File: src/core/apc_pkg.sv
// Purpose: Shared constants for the analog pin control block.
// Assumes: Eight-bit register port, one system clock, 24 channels.
// Notes:   Offsets are register indices on the plain register port.

package apc_pkg;

    // ------------------------------------------------------------------
    // Geometry
    // ------------------------------------------------------------------
    localparam int unsigned APC_REG_W    = 8;
    localparam int unsigned APC_NUM_REGS = 3;
    localparam int unsigned APC_NUM_CH   = APC_REG_W * APC_NUM_REGS;
    localparam int unsigned APC_ADDR_W   = 3;

    typedef logic [APC_REG_W-1:0]  apc_byte_t;
    typedef logic [APC_NUM_CH-1:0] apc_chan_t;
    typedef logic [APC_ADDR_W-1:0] apc_addr_t;

    // ------------------------------------------------------------------
    // Register offsets
    // ------------------------------------------------------------------
    localparam apc_addr_t APC_OFS_DISABLE_CH0_7   = 3'h0;
    localparam apc_addr_t APC_OFS_DISABLE_CH8_15  = 3'h1;
    localparam apc_addr_t APC_OFS_DISABLE_CH16_23 = 3'h2;
    localparam apc_addr_t APC_OFS_PORT_IN_CH0_7   = 3'h3;
    localparam apc_addr_t APC_OFS_PORT_IN_CH8_15  = 3'h4;
    localparam apc_addr_t APC_OFS_PORT_IN_CH16_23 = 3'h5;

    // ------------------------------------------------------------------
    // Field positions and reset values
    // ------------------------------------------------------------------
    localparam int unsigned APC_CH_BASE_REG0 = 0;
    localparam int unsigned APC_CH_BASE_REG1 = 8;
    localparam int unsigned APC_CH_BASE_REG2 = 16;

    localparam apc_byte_t APC_RST_DISABLE = 8'h00;
    localparam apc_byte_t APC_RDATA_NONE  = 8'h00;
    localparam apc_chan_t APC_RST_CHAN    = 24'h000000;

endpackage

File: src/core/apc_pad_if.sv
// Purpose: Carries port controls and gated pad controls between modules.
// Assumes: All signals belong to the system clock domain.
// Notes:   The control end drives the mask and port side values.

`timescale 1ns/10ps

interface apc_pad_if;

    apc_pkg::apc_chan_t disable_mask;
    apc_pkg::apc_chan_t port_out;
    apc_pkg::apc_chan_t port_oe;
    apc_pkg::apc_chan_t port_pue;
    apc_pkg::apc_chan_t pad_sync;
    apc_pkg::apc_chan_t pad_out;
    apc_pkg::apc_chan_t pad_oe;
    apc_pkg::apc_chan_t pad_pue;
    apc_pkg::apc_chan_t pad_ibe;
    apc_pkg::apc_chan_t port_rd;

    modport ctrl (
        output disable_mask,
        output port_out,
        output port_oe,
        output port_pue,
        output pad_sync,
        input  pad_out,
        input  pad_oe,
        input  pad_pue,
        input  pad_ibe,
        input  port_rd
    );

    modport gate (
        input  disable_mask,
        input  port_out,
        input  port_oe,
        input  port_pue,
        input  pad_sync,
        output pad_out,
        output pad_oe,
        output pad_pue,
        output pad_ibe,
        output port_rd
    );

endinterface // apc_pad_if

File: src/core/apc_pad_gate.sv
// Purpose: Per-channel gating of port pad controls by the analog mask.
// Assumes: Port side controls come from logic on the same clock.
// Notes:   Every gated output is registered, adding one cycle of latency.

`timescale 1ns/10ps

module apc_pad_gate (
    input  wire logic i_clk,
    input  wire logic i_sys_rst,
    apc_pad_if.gate   pad
);

    // ------------------------------------------------------------------
    // Per-channel gating
    // ------------------------------------------------------------------
    for (genvar ch = 0; ch < apc_pkg::APC_NUM_CH; ch++) begin : g_ch
        always_ff @(posedge i_clk or posedge i_sys_rst) begin
            if (i_sys_rst) begin
                pad.pad_out[ch] <= 1'b0;
                pad.pad_oe[ch]  <= 1'b0;
                pad.pad_pue[ch] <= 1'b0;
                pad.pad_ibe[ch] <= 1'b1;
                pad.port_rd[ch] <= 1'b0;
            end else begin
                pad.pad_out[ch] <= pad.port_out[ch] & ~pad.disable_mask[ch];
                pad.pad_oe[ch]  <= pad.port_oe[ch] & ~pad.disable_mask[ch];
                pad.pad_pue[ch] <= pad.port_pue[ch] & ~pad.disable_mask[ch];
                pad.pad_ibe[ch] <= ~pad.disable_mask[ch];
                pad.port_rd[ch] <= pad.pad_sync[ch] & ~pad.disable_mask[ch];
            end
        end
    end

endmodule // apc_pad_gate

File: src/core/apc_pin_ctrl.sv
// Purpose: Analog pin control registers and the pad gating they steer.
// Assumes: Plain register port with one-cycle strobes, read data one
//          cycle after the read strobe; port controls on i_clk.
// Notes:   Pad levels arrive from pins and pass two flip-flops first.
//
// The implementer's own choices: the plain strobed port and the address map.

`timescale 1ns/10ps

module apc_pin_ctrl (
    input  wire logic               i_clk,
    input  wire logic               i_sys_rst,
    input  wire apc_pkg::apc_addr_t i_addr,
    input  wire apc_pkg::apc_byte_t i_wdata,
    input  wire logic               i_wr,
    input  wire logic               i_rd,
    output logic [7:0]              o_rdata,
    input  wire apc_pkg::apc_chan_t i_port_out,
    input  wire apc_pkg::apc_chan_t i_port_oe,
    input  wire apc_pkg::apc_chan_t i_port_pue,
    input  wire apc_pkg::apc_chan_t i_pad_in,
    output apc_pkg::apc_chan_t      o_pad_out,
    output apc_pkg::apc_chan_t      o_pad_oe,
    output apc_pkg::apc_chan_t      o_pad_pue,
    output apc_pkg::apc_chan_t      o_pad_ibe,
    output apc_pkg::apc_chan_t      o_port_rd,
    output apc_pkg::apc_chan_t      o_analog_sel
);

    // ------------------------------------------------------------------
    // Declarations
    // ------------------------------------------------------------------
    apc_pkg::apc_byte_t dis_ch0_7_q;
    apc_pkg::apc_byte_t dis_ch8_15_q;
    apc_pkg::apc_byte_t dis_ch16_23_q;
    apc_pkg::apc_chan_t disable_mask;
    apc_pkg::apc_chan_t pad_meta_q;
    apc_pkg::apc_chan_t pad_sync_q;
    apc_pkg::apc_chan_t analog_sel_q;
    apc_pkg::apc_byte_t rdata_d;
    apc_pkg::apc_byte_t rdata_q;
    logic               wr_reg0;
    logic               wr_reg1;
    logic               wr_reg2;

    apc_pad_if pad ();

    // ------------------------------------------------------------------
    // Write decode
    // ------------------------------------------------------------------
    // Writes to read-only or unmapped offsets are dropped silently.
    assign wr_reg0 = i_wr && (i_addr == apc_pkg::APC_OFS_DISABLE_CH0_7);
    assign wr_reg1 = i_wr && (i_addr == apc_pkg::APC_OFS_DISABLE_CH8_15);
    assign wr_reg2 = i_wr && (i_addr == apc_pkg::APC_OFS_DISABLE_CH16_23);

    // ------------------------------------------------------------------
    // Pin control registers
    // ------------------------------------------------------------------
    // cleared at reset
    always_ff @(posedge i_clk or posedge i_sys_rst) begin
        if (i_sys_rst) begin
            dis_ch0_7_q <= apc_pkg::APC_RST_DISABLE;
        end else if (wr_reg0) begin
            dis_ch0_7_q <= i_wdata;
        end
    end

    always_ff @(posedge i_clk or posedge i_sys_rst) begin
        if (i_sys_rst) begin
            dis_ch8_15_q <= apc_pkg::APC_RST_DISABLE;
        end else if (wr_reg1) begin
            dis_ch8_15_q <= i_wdata;
        end
    end

    always_ff @(posedge i_clk or posedge i_sys_rst) begin
        if (i_sys_rst) begin
            dis_ch16_23_q <= apc_pkg::APC_RST_DISABLE;
        end else if (wr_reg2) begin
            dis_ch16_23_q <= i_wdata;
        end
    end

    // ------------------------------------------------------------------
    // Channel mapping
    // ------------------------------------------------------------------
    // channels 0 to 23, eight per register
    assign disable_mask[apc_pkg::APC_CH_BASE_REG0 +: apc_pkg::APC_REG_W] =
        dis_ch0_7_q;
    assign disable_mask[apc_pkg::APC_CH_BASE_REG1 +: apc_pkg::APC_REG_W] =
        dis_ch8_15_q;
    assign disable_mask[apc_pkg::APC_CH_BASE_REG2 +: apc_pkg::APC_REG_W] =
        dis_ch16_23_q;

    // The converter's channel multiplexer sees the same mask, registered
    // so that it lines up with the pad gating below.
    always_ff @(posedge i_clk or posedge i_sys_rst) begin
        if (i_sys_rst) begin
            analog_sel_q <= apc_pkg::APC_RST_CHAN;
        end else begin
            analog_sel_q <= disable_mask;
        end
    end

    // ------------------------------------------------------------------
    // Pad input synchroniser
    // ------------------------------------------------------------------
    // Pins are asynchronous to i_clk; the first stage feeds only the
    // second, and nothing else looks at it.
    always_ff @(posedge i_clk or posedge i_sys_rst) begin
        if (i_sys_rst) begin
            pad_meta_q <= apc_pkg::APC_RST_CHAN;
            pad_sync_q <= apc_pkg::APC_RST_CHAN;
        end else begin
            pad_meta_q <= i_pad_in;
            pad_sync_q <= pad_meta_q;
        end
    end

    // ------------------------------------------------------------------
    // Pad gating
    // ------------------------------------------------------------------
    assign pad.disable_mask = disable_mask;
    assign pad.port_out     = i_port_out;
    assign pad.port_oe      = i_port_oe;
    assign pad.port_pue     = i_port_pue;
    assign pad.pad_sync     = pad_sync_q;

    apc_pad_gate u_gate (
        .i_clk     (i_clk),
        .i_sys_rst (i_sys_rst),
        .pad       (pad.gate)
    );

    assign o_pad_out    = pad.pad_out;
    assign o_pad_oe     = pad.pad_oe;
    assign o_pad_pue    = pad.pad_pue;
    assign o_pad_ibe    = pad.pad_ibe;
    assign o_port_rd    = pad.port_rd;
    assign o_analog_sel = analog_sel_q;

    // ------------------------------------------------------------------
    // Read path
    // ------------------------------------------------------------------
    // The port input view is the gated value, so software sees the same
    // zeros that the port logic sees on analog pins.
    always_comb begin
        rdata_d = apc_pkg::APC_RDATA_NONE;
        if (i_rd) begin
            unique case (i_addr)
                apc_pkg::APC_OFS_DISABLE_CH0_7: begin
                    rdata_d = dis_ch0_7_q;
                end
                apc_pkg::APC_OFS_DISABLE_CH8_15: begin
                    rdata_d = dis_ch8_15_q;
                end
                apc_pkg::APC_OFS_DISABLE_CH16_23: begin
                    rdata_d = dis_ch16_23_q;
                end
                apc_pkg::APC_OFS_PORT_IN_CH0_7: begin
                    rdata_d = pad.port_rd[apc_pkg::APC_CH_BASE_REG0 +:
                                          apc_pkg::APC_REG_W];
                end
                apc_pkg::APC_OFS_PORT_IN_CH8_15: begin
                    rdata_d = pad.port_rd[apc_pkg::APC_CH_BASE_REG1 +:
                                          apc_pkg::APC_REG_W];
                end
                apc_pkg::APC_OFS_PORT_IN_CH16_23: begin
                    rdata_d = pad.port_rd[apc_pkg::APC_CH_BASE_REG2 +:
                                          apc_pkg::APC_REG_W];
                end
                default: begin
                    rdata_d = apc_pkg::APC_RDATA_NONE;
                end
            endcase
        end
    end

    // Read data stand for exactly the cycle after the strobe and return
    // to zero otherwise.
    always_ff @(posedge i_clk or posedge i_sys_rst) begin
        if (i_sys_rst) begin
            rdata_q <= apc_pkg::APC_RDATA_NONE;
        end else begin
            rdata_q <= rdata_d;
        end
    end

    assign o_rdata = rdata_q;

endmodule // apc_pin_ctrl

File: config.mk
export PLATFORM = sky130hd
export DESIGN_NAME = apc_pin_ctrl
export DESIGN_NICKNAME = d
export VERILOG_FILES = /design/src/core/apc_pkg.sv /design/src/core/apc_pad_if.sv /design/src/core/apc_pad_gate.sv /design/src/core/apc_pin_ctrl.sv
export SDC_FILE = /design/constraint.sdc
export NUM_CORES = 1
export LEC_CHECK = 0
export BUFFER_PORTS_ARGS = -buffer_cell sky130_fd_sc_hd__buf_2
export CORE_ASPECT_RATIO = 0.5
export CORE_MARGIN = 2
export CORE_UTILIZATION = 52
export DETAILED_ROUTE_END_ITERATION = 7
export PLACE_DENSITY = 0.88
export SYNTH_ARGS = -nofsm -noshare
export SYNTH_HDL_FRONTEND = slang
export SYNTH_SLANG_ARGS = --single-unit
File: constraint.sdc
create_clock -name i_clk -period 15.5 [get_ports i_clk]
set_clock_uncertainty 0.2 [all_clocks]
set_input_delay 1.55 -clock i_clk [delete_from_list [all_inputs] [get_ports i_clk]]
set_output_delay 1.55 -clock i_clk [all_outputs]
set_load 0.005 [all_outputs]
==> impl_results.md, run 1 <==
- Chip width: 170 um
- GR Overflow Total: 0
- Max Root-Sink Buffers: 3
- Flops & latches, synth: 224
- Syn Inst Count: 467
- Final WS setup: 12430 ps
- Arrival time worst endpoint: 3280 ps
- Initial antenna violation count: 1
- Synth warn: 0
- Switching Share: 24.5%
- Sequential-to-total area share from yosys stat: 78.6%
- Via density: 4.86
- H-tree levels: 1
- Total core area: 0.0135 sq mm
- WP data required: 15710 ps
- Crit start category: input pin
- Routed vias: 4519
- MaxCap Viol Count: 0
- Clk slew on worst S/H paths: 70 ps
- Worst setup EP type: flip-flop
- Nets: 850
- Asr flop ratio synth: 100%
- Setup Buffers After CTS: 0
- Sum Neg Setup Slack: 0 ps
- Io pins: 263
- Cells after DPL: 893
- Worst-path maximum fanout: 25
- Syn_area_per_cell: 15.3 sq um
- Share of cells above drive strength 1: 45.0%
- Post-detail-place hpwl: 10700 um
- Post-synth EDFFs: 0
- First-pass GRT wire length: 25400 um
- Worst hold path type: flip-flop to flip-flop
- PD cells: 151 mW/mm^2
- Synthesized cell area: 0.00717 sq mm
- Synth cell count leaders: dfrtp_1, nor2b_1, nand2_1
- CP Buf/Inv Count: 1
- Internal: 1.06 mW
- Most numerous cell in the Yosys netlist: dfrtp_1
- Setup Crit Path Kind: input pin to flip-flop
- DRC viols: 0
- CP peak stage delay: 720 ps
- DP Worst Slack: 11950 ps
- Syn_nets: 578
- Fin. max-slew vios: 0
- Initial DRT Pass Iterations: 4
- RSZ-0062 raised after global routing: no
- Non-filler cells in the finished layout: 930
- Pwr Total: 1.41 mW
- Die area: 0.0148 sq mm
- Endpoints failing hold: 0
- Leak pwr: 4.76 nW
- CTS Hold Buffers Added: 0
- Post-CTS Resized: 0
- Run status: finished, final reports clean
- P&R area growth vs syn: 29.8%
- Primary FF master, synth: dfrtp_1
- Antenna-violating nets left: 0
- CTS Sinks: 224
- Clock power frac: 37.3%
- Num CTS Buffers: 20
- Final core occ: 68.9%
- Sequential share of power: 51.4%
- Site row count: 30
- Synth cell types: 26
- Switching power: 0.344 mW
- Starting density of the core: 53.0%
- DR iter-0 viols: 226
- DR WL/cell: 17.6 um
- Fmax: 325 MHz
- Largest cells by area after synthesis: dfrtp_1, dfstp_2, nor2b_1
- TritonCTS clock tree: yes
- Worst skew pair latency: 490 ps
- Cell taking the most area after synthesis: dfrtp_1
- Final worst path period need: 3070 ps
- Die H: 87.0 um
- Total GRT Usage: 22.6%
- Slew margin rel.: 30.3%
- Peak VDD IR: 0.0814 mV
- Slowest stage cell, crit path: and3_1
- Crit path cell chain: buf_2, nor2b_4, and3_1, nand2_1, o21ai_2
- Fin crit share: 19.8%
- Largest net degree at the start of global routing: 157
- Number of port buffers: 262
- Clock root buffer: clkbuf_16
- Number of global-route vias before repair: 4840
- Cell family with most CP delay: simple AND/OR/NAND/NOR gates
- Setup Viol. Count Final: 0
- Placer Congestion: 0.779
- Worst-Margin Slew: 1040 ps
- Comb power frac: 11.3%
- Wirelength, routed: 16300 um
- Share of the synthesized area in the top cell type: 69.8%
sequential cells by signal, indices dropped and copies added, names as in the netlist, 24 cells and up:
signal,count
u_gate.pad.pad_out,24
pad.pad_sync,24
o_analog_sel,24
pad_meta_q,24
u_gate.pad.pad_ibe,24
u_gate.pad.pad_pue,24
u_gate.pad.pad_oe,24
u_gate.pad.port_rd,24
power by group through the flow:
| stage | registers (mW) | logic, mW | clock network (mW) |
|---|---|---|---|
| floorplan | 0.729 | 0.0578 | 0 |
| global placement | 0.730 | 0.152 | 0 |
| detailed placement | 0.733 | 0.158 | 0 |
| CTS | 0.724 | 0.162 | 0.534 |
| global route | 0.734 | 0.177 | 0.559 |
| finish | 0.724 | 0.159 | 0.524 |
final cells by class:
type                            instances  area, sq um
Sequential cell                       224         5640
Timing Repair Buffer                  263         1320
Tap cell                              176          220
Clock buffer                           24          567
Inverter                               27          109
Fill cell                             877         4210
Multi-Input combinational cell        203         1300
Clock inverter                         12          149
Antenna cell                            1         2.50
layer usage:
metal | share of wire (%) | routed length [um] | GRT usage, %
met1 | 38 | 6260 | 27.8
met2 | 51 | 8330 | 39.1
met3 | 6.5 | 1060 | 5.27
met4 | 4.3 | 702 | 9.87
met5 | 0 | 0 | 0
worst paths after layout:
path / start / endpoint / slack [ps] / depth (start not counted)
worst min register to register: pad_meta_q[9] / pad.pad_sync[9] / 150 / 0
worst max register to register: dis_ch0_7_q[2] / o_rdata[2] / 13980 / 3
max in group asynchronous: i_sys_rst / o_rdata[4] / 12530 / 3
min in group asynchronous: i_sys_rst / u_gate.pad.pad_pue[2] / 1060 / 2
worst min-delay path: pad_meta_q[9] / pad.pad_sync[9] / 150 / 0
worst max-delay path: i_addr[0] / dis_ch8_15_q[0] / 12430 / 5
through the flow:
step                      hold WS (ps)  cell area (sq um)
after floorplan                    131               7170
after global placement             131               8590
after detailed placement           135               8590
after CTS                          148               9300
after global routing               152               9310
final                              149               9310
logic make-up (layout without fill, tap and decap cells):
family                 count (synthesis)  count (layout)  share of synthesized area [%]
buffers and inverters                 40             326                           3.18
AO/OA/AOI/OAI                         53              53                           4.75
other                                  0               1                              0
multiplexers                          12              12                           2.03
flip-flops                           224             224                           78.6
AND/OR/NAND/NOR                      138             138                           11.4
placed cells by master (no fill, tap or decap), drive strengths merged, types with 2 or more instances in the layout:
cell type	count
inv	27
a22oi	4
dfstp	24
a211oi	4
buf	263
a21oi	6
o211ai	2
clkbuf	24
o21a	4
mux2i	10
and3	3
mux4	2
nand2	29
nor2b	99
clkinv	8
bufinv	3
dfrtp	200
nand3	4
o21ai	32
No activity file was read; power rests on OpenSTA's default activity.
==> run 2: changes to the inputs <==
Settings changed: CORE_UTILIZATION 52 to 44, PLACE_DENSITY 0.88 to 0.8.
Clock period 15.5 ns to 2.7 ns, I/O delays scaled along.
==> run 2 against run 1 <==
  * Clock power grew to 5.7 times the previous value
  * Die area rose by 18%
  * First-iteration DRC count is 9.3% lower
  * Critical endpoint is now o_rdata[4]
  * Largest cell class unchanged
==> impl_results.md, run 2 (synthesized netlist as in run 1, its figures left out) <==
- Antenna-violating nets left: 0
- Routed vias: 5075
- Most common cell after layout, fill and taps aside: buf_2
- Run status: finished, final reports clean
- Reg-to-reg critical path endpoint: o_rdata[2]
- Total GRT Usage: 23.2%
- Setup Viol. Count Final: 0
- Die H: 94.2 um
- Hold_sp: i_wr
- Fmax: 561 MHz
- GR Overflow Total: 0
- Min Hold Slack: 32.3 ps
- Fin. max-slew vios: 0
- Cell Area, Placed: 0.00872 sq mm
- CTS Sinks: 224
- Post-CTS Resized: 0
- First-pass GRT wire length: 30300 um
- FF+latch area: 0.00564 sq mm
- Worst skew pair latency: 480 ps
- Chip width: 184 um
- Share of cells above drive strength 1: 39.4%
- Pwr Total: 8.24 mW
- WP data required: 2920 ps
- Number of global-route vias before repair: 5622
- Worst setup EP type: flip-flop
- Num CTS Buffers: 20
- Die area: 0.0174 sq mm
- Reg-to-Reg Start: dis_ch8_15_q[2]
- MaxCap Viol Count: 0
- Placer Congestion: 0.785
- Fin crit share: 66.0%
- Starting density of the core: 45.8%
- H-tree levels: 1
- PD cells: 787 mW/mm^2
- DRC viols: 0
- Io pins: 263
- Hold-critical path endpoint: dis_ch0_7_q[3]
- DR iter-0 viols: 205
- Clk slew on worst S/H paths: 70 ps
- Hold Crit Depth: 3
- Crit start category: input pin
- Site row count: 32
- TritonCTS clock tree: yes
- Worst hold path type: input pin to flip-flop
- Largest net degree at the start of global routing: 73
- Final worst path period need: 1780 ps
- Arrival time worst endpoint: 2010 ps
- Initial antenna violation count: 1
- Slew margin rel.: 46.4%
- Leak pwr: 5.23 nW
- RSZ-0062 raised after global routing: no
- Wirelength, routed: 19800 um
- Endpoints failing hold: 0
- Design Area, Final: 0.0105 sq mm
- Multi-input logic area: 0.00130 sq mm
- P&R area growth vs syn: 46.2%
- Worst-Margin Slew: 802 ps
- R2R setup slack: 1260 ps
- Most frequent cells in the layout: buf_2, dfrtp_1, dlygate4sd3_1, nor2b_1, nand2_1
- Nets: 963
- Via density: 4.66
- Worst-path maximum fanout: 17
- Number of port buffers: 262
- Fillers: 1038
- Clock root buffer: clkbuf_16
- Sum Neg Setup Slack: 0 ps
- Setup Buffers After CTS: 0
- Max Root-Sink Buffers: 3
- DR WL/cell: 18.2 um
- Initial DRT Pass Iterations: 4
- Peak VDD IR: 0.442 mV
- Total core area: 0.0157 sq mm
- Cell count of the worst reg-to-reg path: 3
- Setup Crit Path Kind: input pin to flip-flop
- Post-detail-place hpwl: 11700 um
## run 2: routing by layer
| layer | share of wire, % | GRT usage (%) | up-vias |
|---|---|---|---|
| met3 | 5.6 | 5.08 | 92 |
| met4 | 5.9 | 12.4 | 0 |
| li1 | - | - | 2255 |
| met1 | 38 | 27.7 | 2489 |
| met5 | 0 | 0 | - |
| met2 | 51 | 40.0 | 239 |
## run 2: report_power, final
group	switching (mW)	internal, mW	total (mW)
Sequential	0.307	3.86	4.17
Combinational	0.531	0.553	1.08
Clock	1.20	1.78	2.99
Total	2.04	6.20	8.24
## run 2: critical path: stages
cell and delay (ps):
buf_2 360, nor2b_1 710, a22oi_1 200, o21ai_0 300, o21a_1 150
## run 2: worst max-delay path by stage
stage | slack, ps | endpoint | from | cells after the start
floorplan | -670 | dis_ch0_7_q[0] | i_sys_rst | 1
global placement | 750 | dis_ch8_15_q[6] | i_addr[0] | 6
detailed placement | 640 | o_rdata[6] | i_addr[1] | 5
CTS | 1090 | o_pad_ibe[15] | u_gate.pad.pad_ibe[15] | 1
global route | 870 | o_rdata[4] | i_addr[1] | 5
finish | 920 | o_rdata[4] | i_addr[1] | 5
## run 2: per-stage QoR
step                      std cells  util, %  setup WS (ps)
after floorplan                 467        -           -674
after global placement          945     55.7            745
after detailed placement        945     55.7            639
after CTS                      1087     66.9           1090
after global routing           1089     66.9            869
final                          1089     66.9            917
## run 2: final cells by class
type	instances	area share (%)
Tap cell	221	2.64
Multi-Input combinational cell	203	12.4
Clock buffer	32	5.98
Inverter	27	1.00
Clock inverter	4	0.669
Sequential cell	224	53.8
Antenna cell	2	0.0478
Timing Repair Buffer	376	23.4
## run 2: repair_timing
item | in CTS | in global routing
endpoints found under the hold margin | 145 | 0
setup endpoints to repair | 0 | 0
hold buffers | 106 | 0
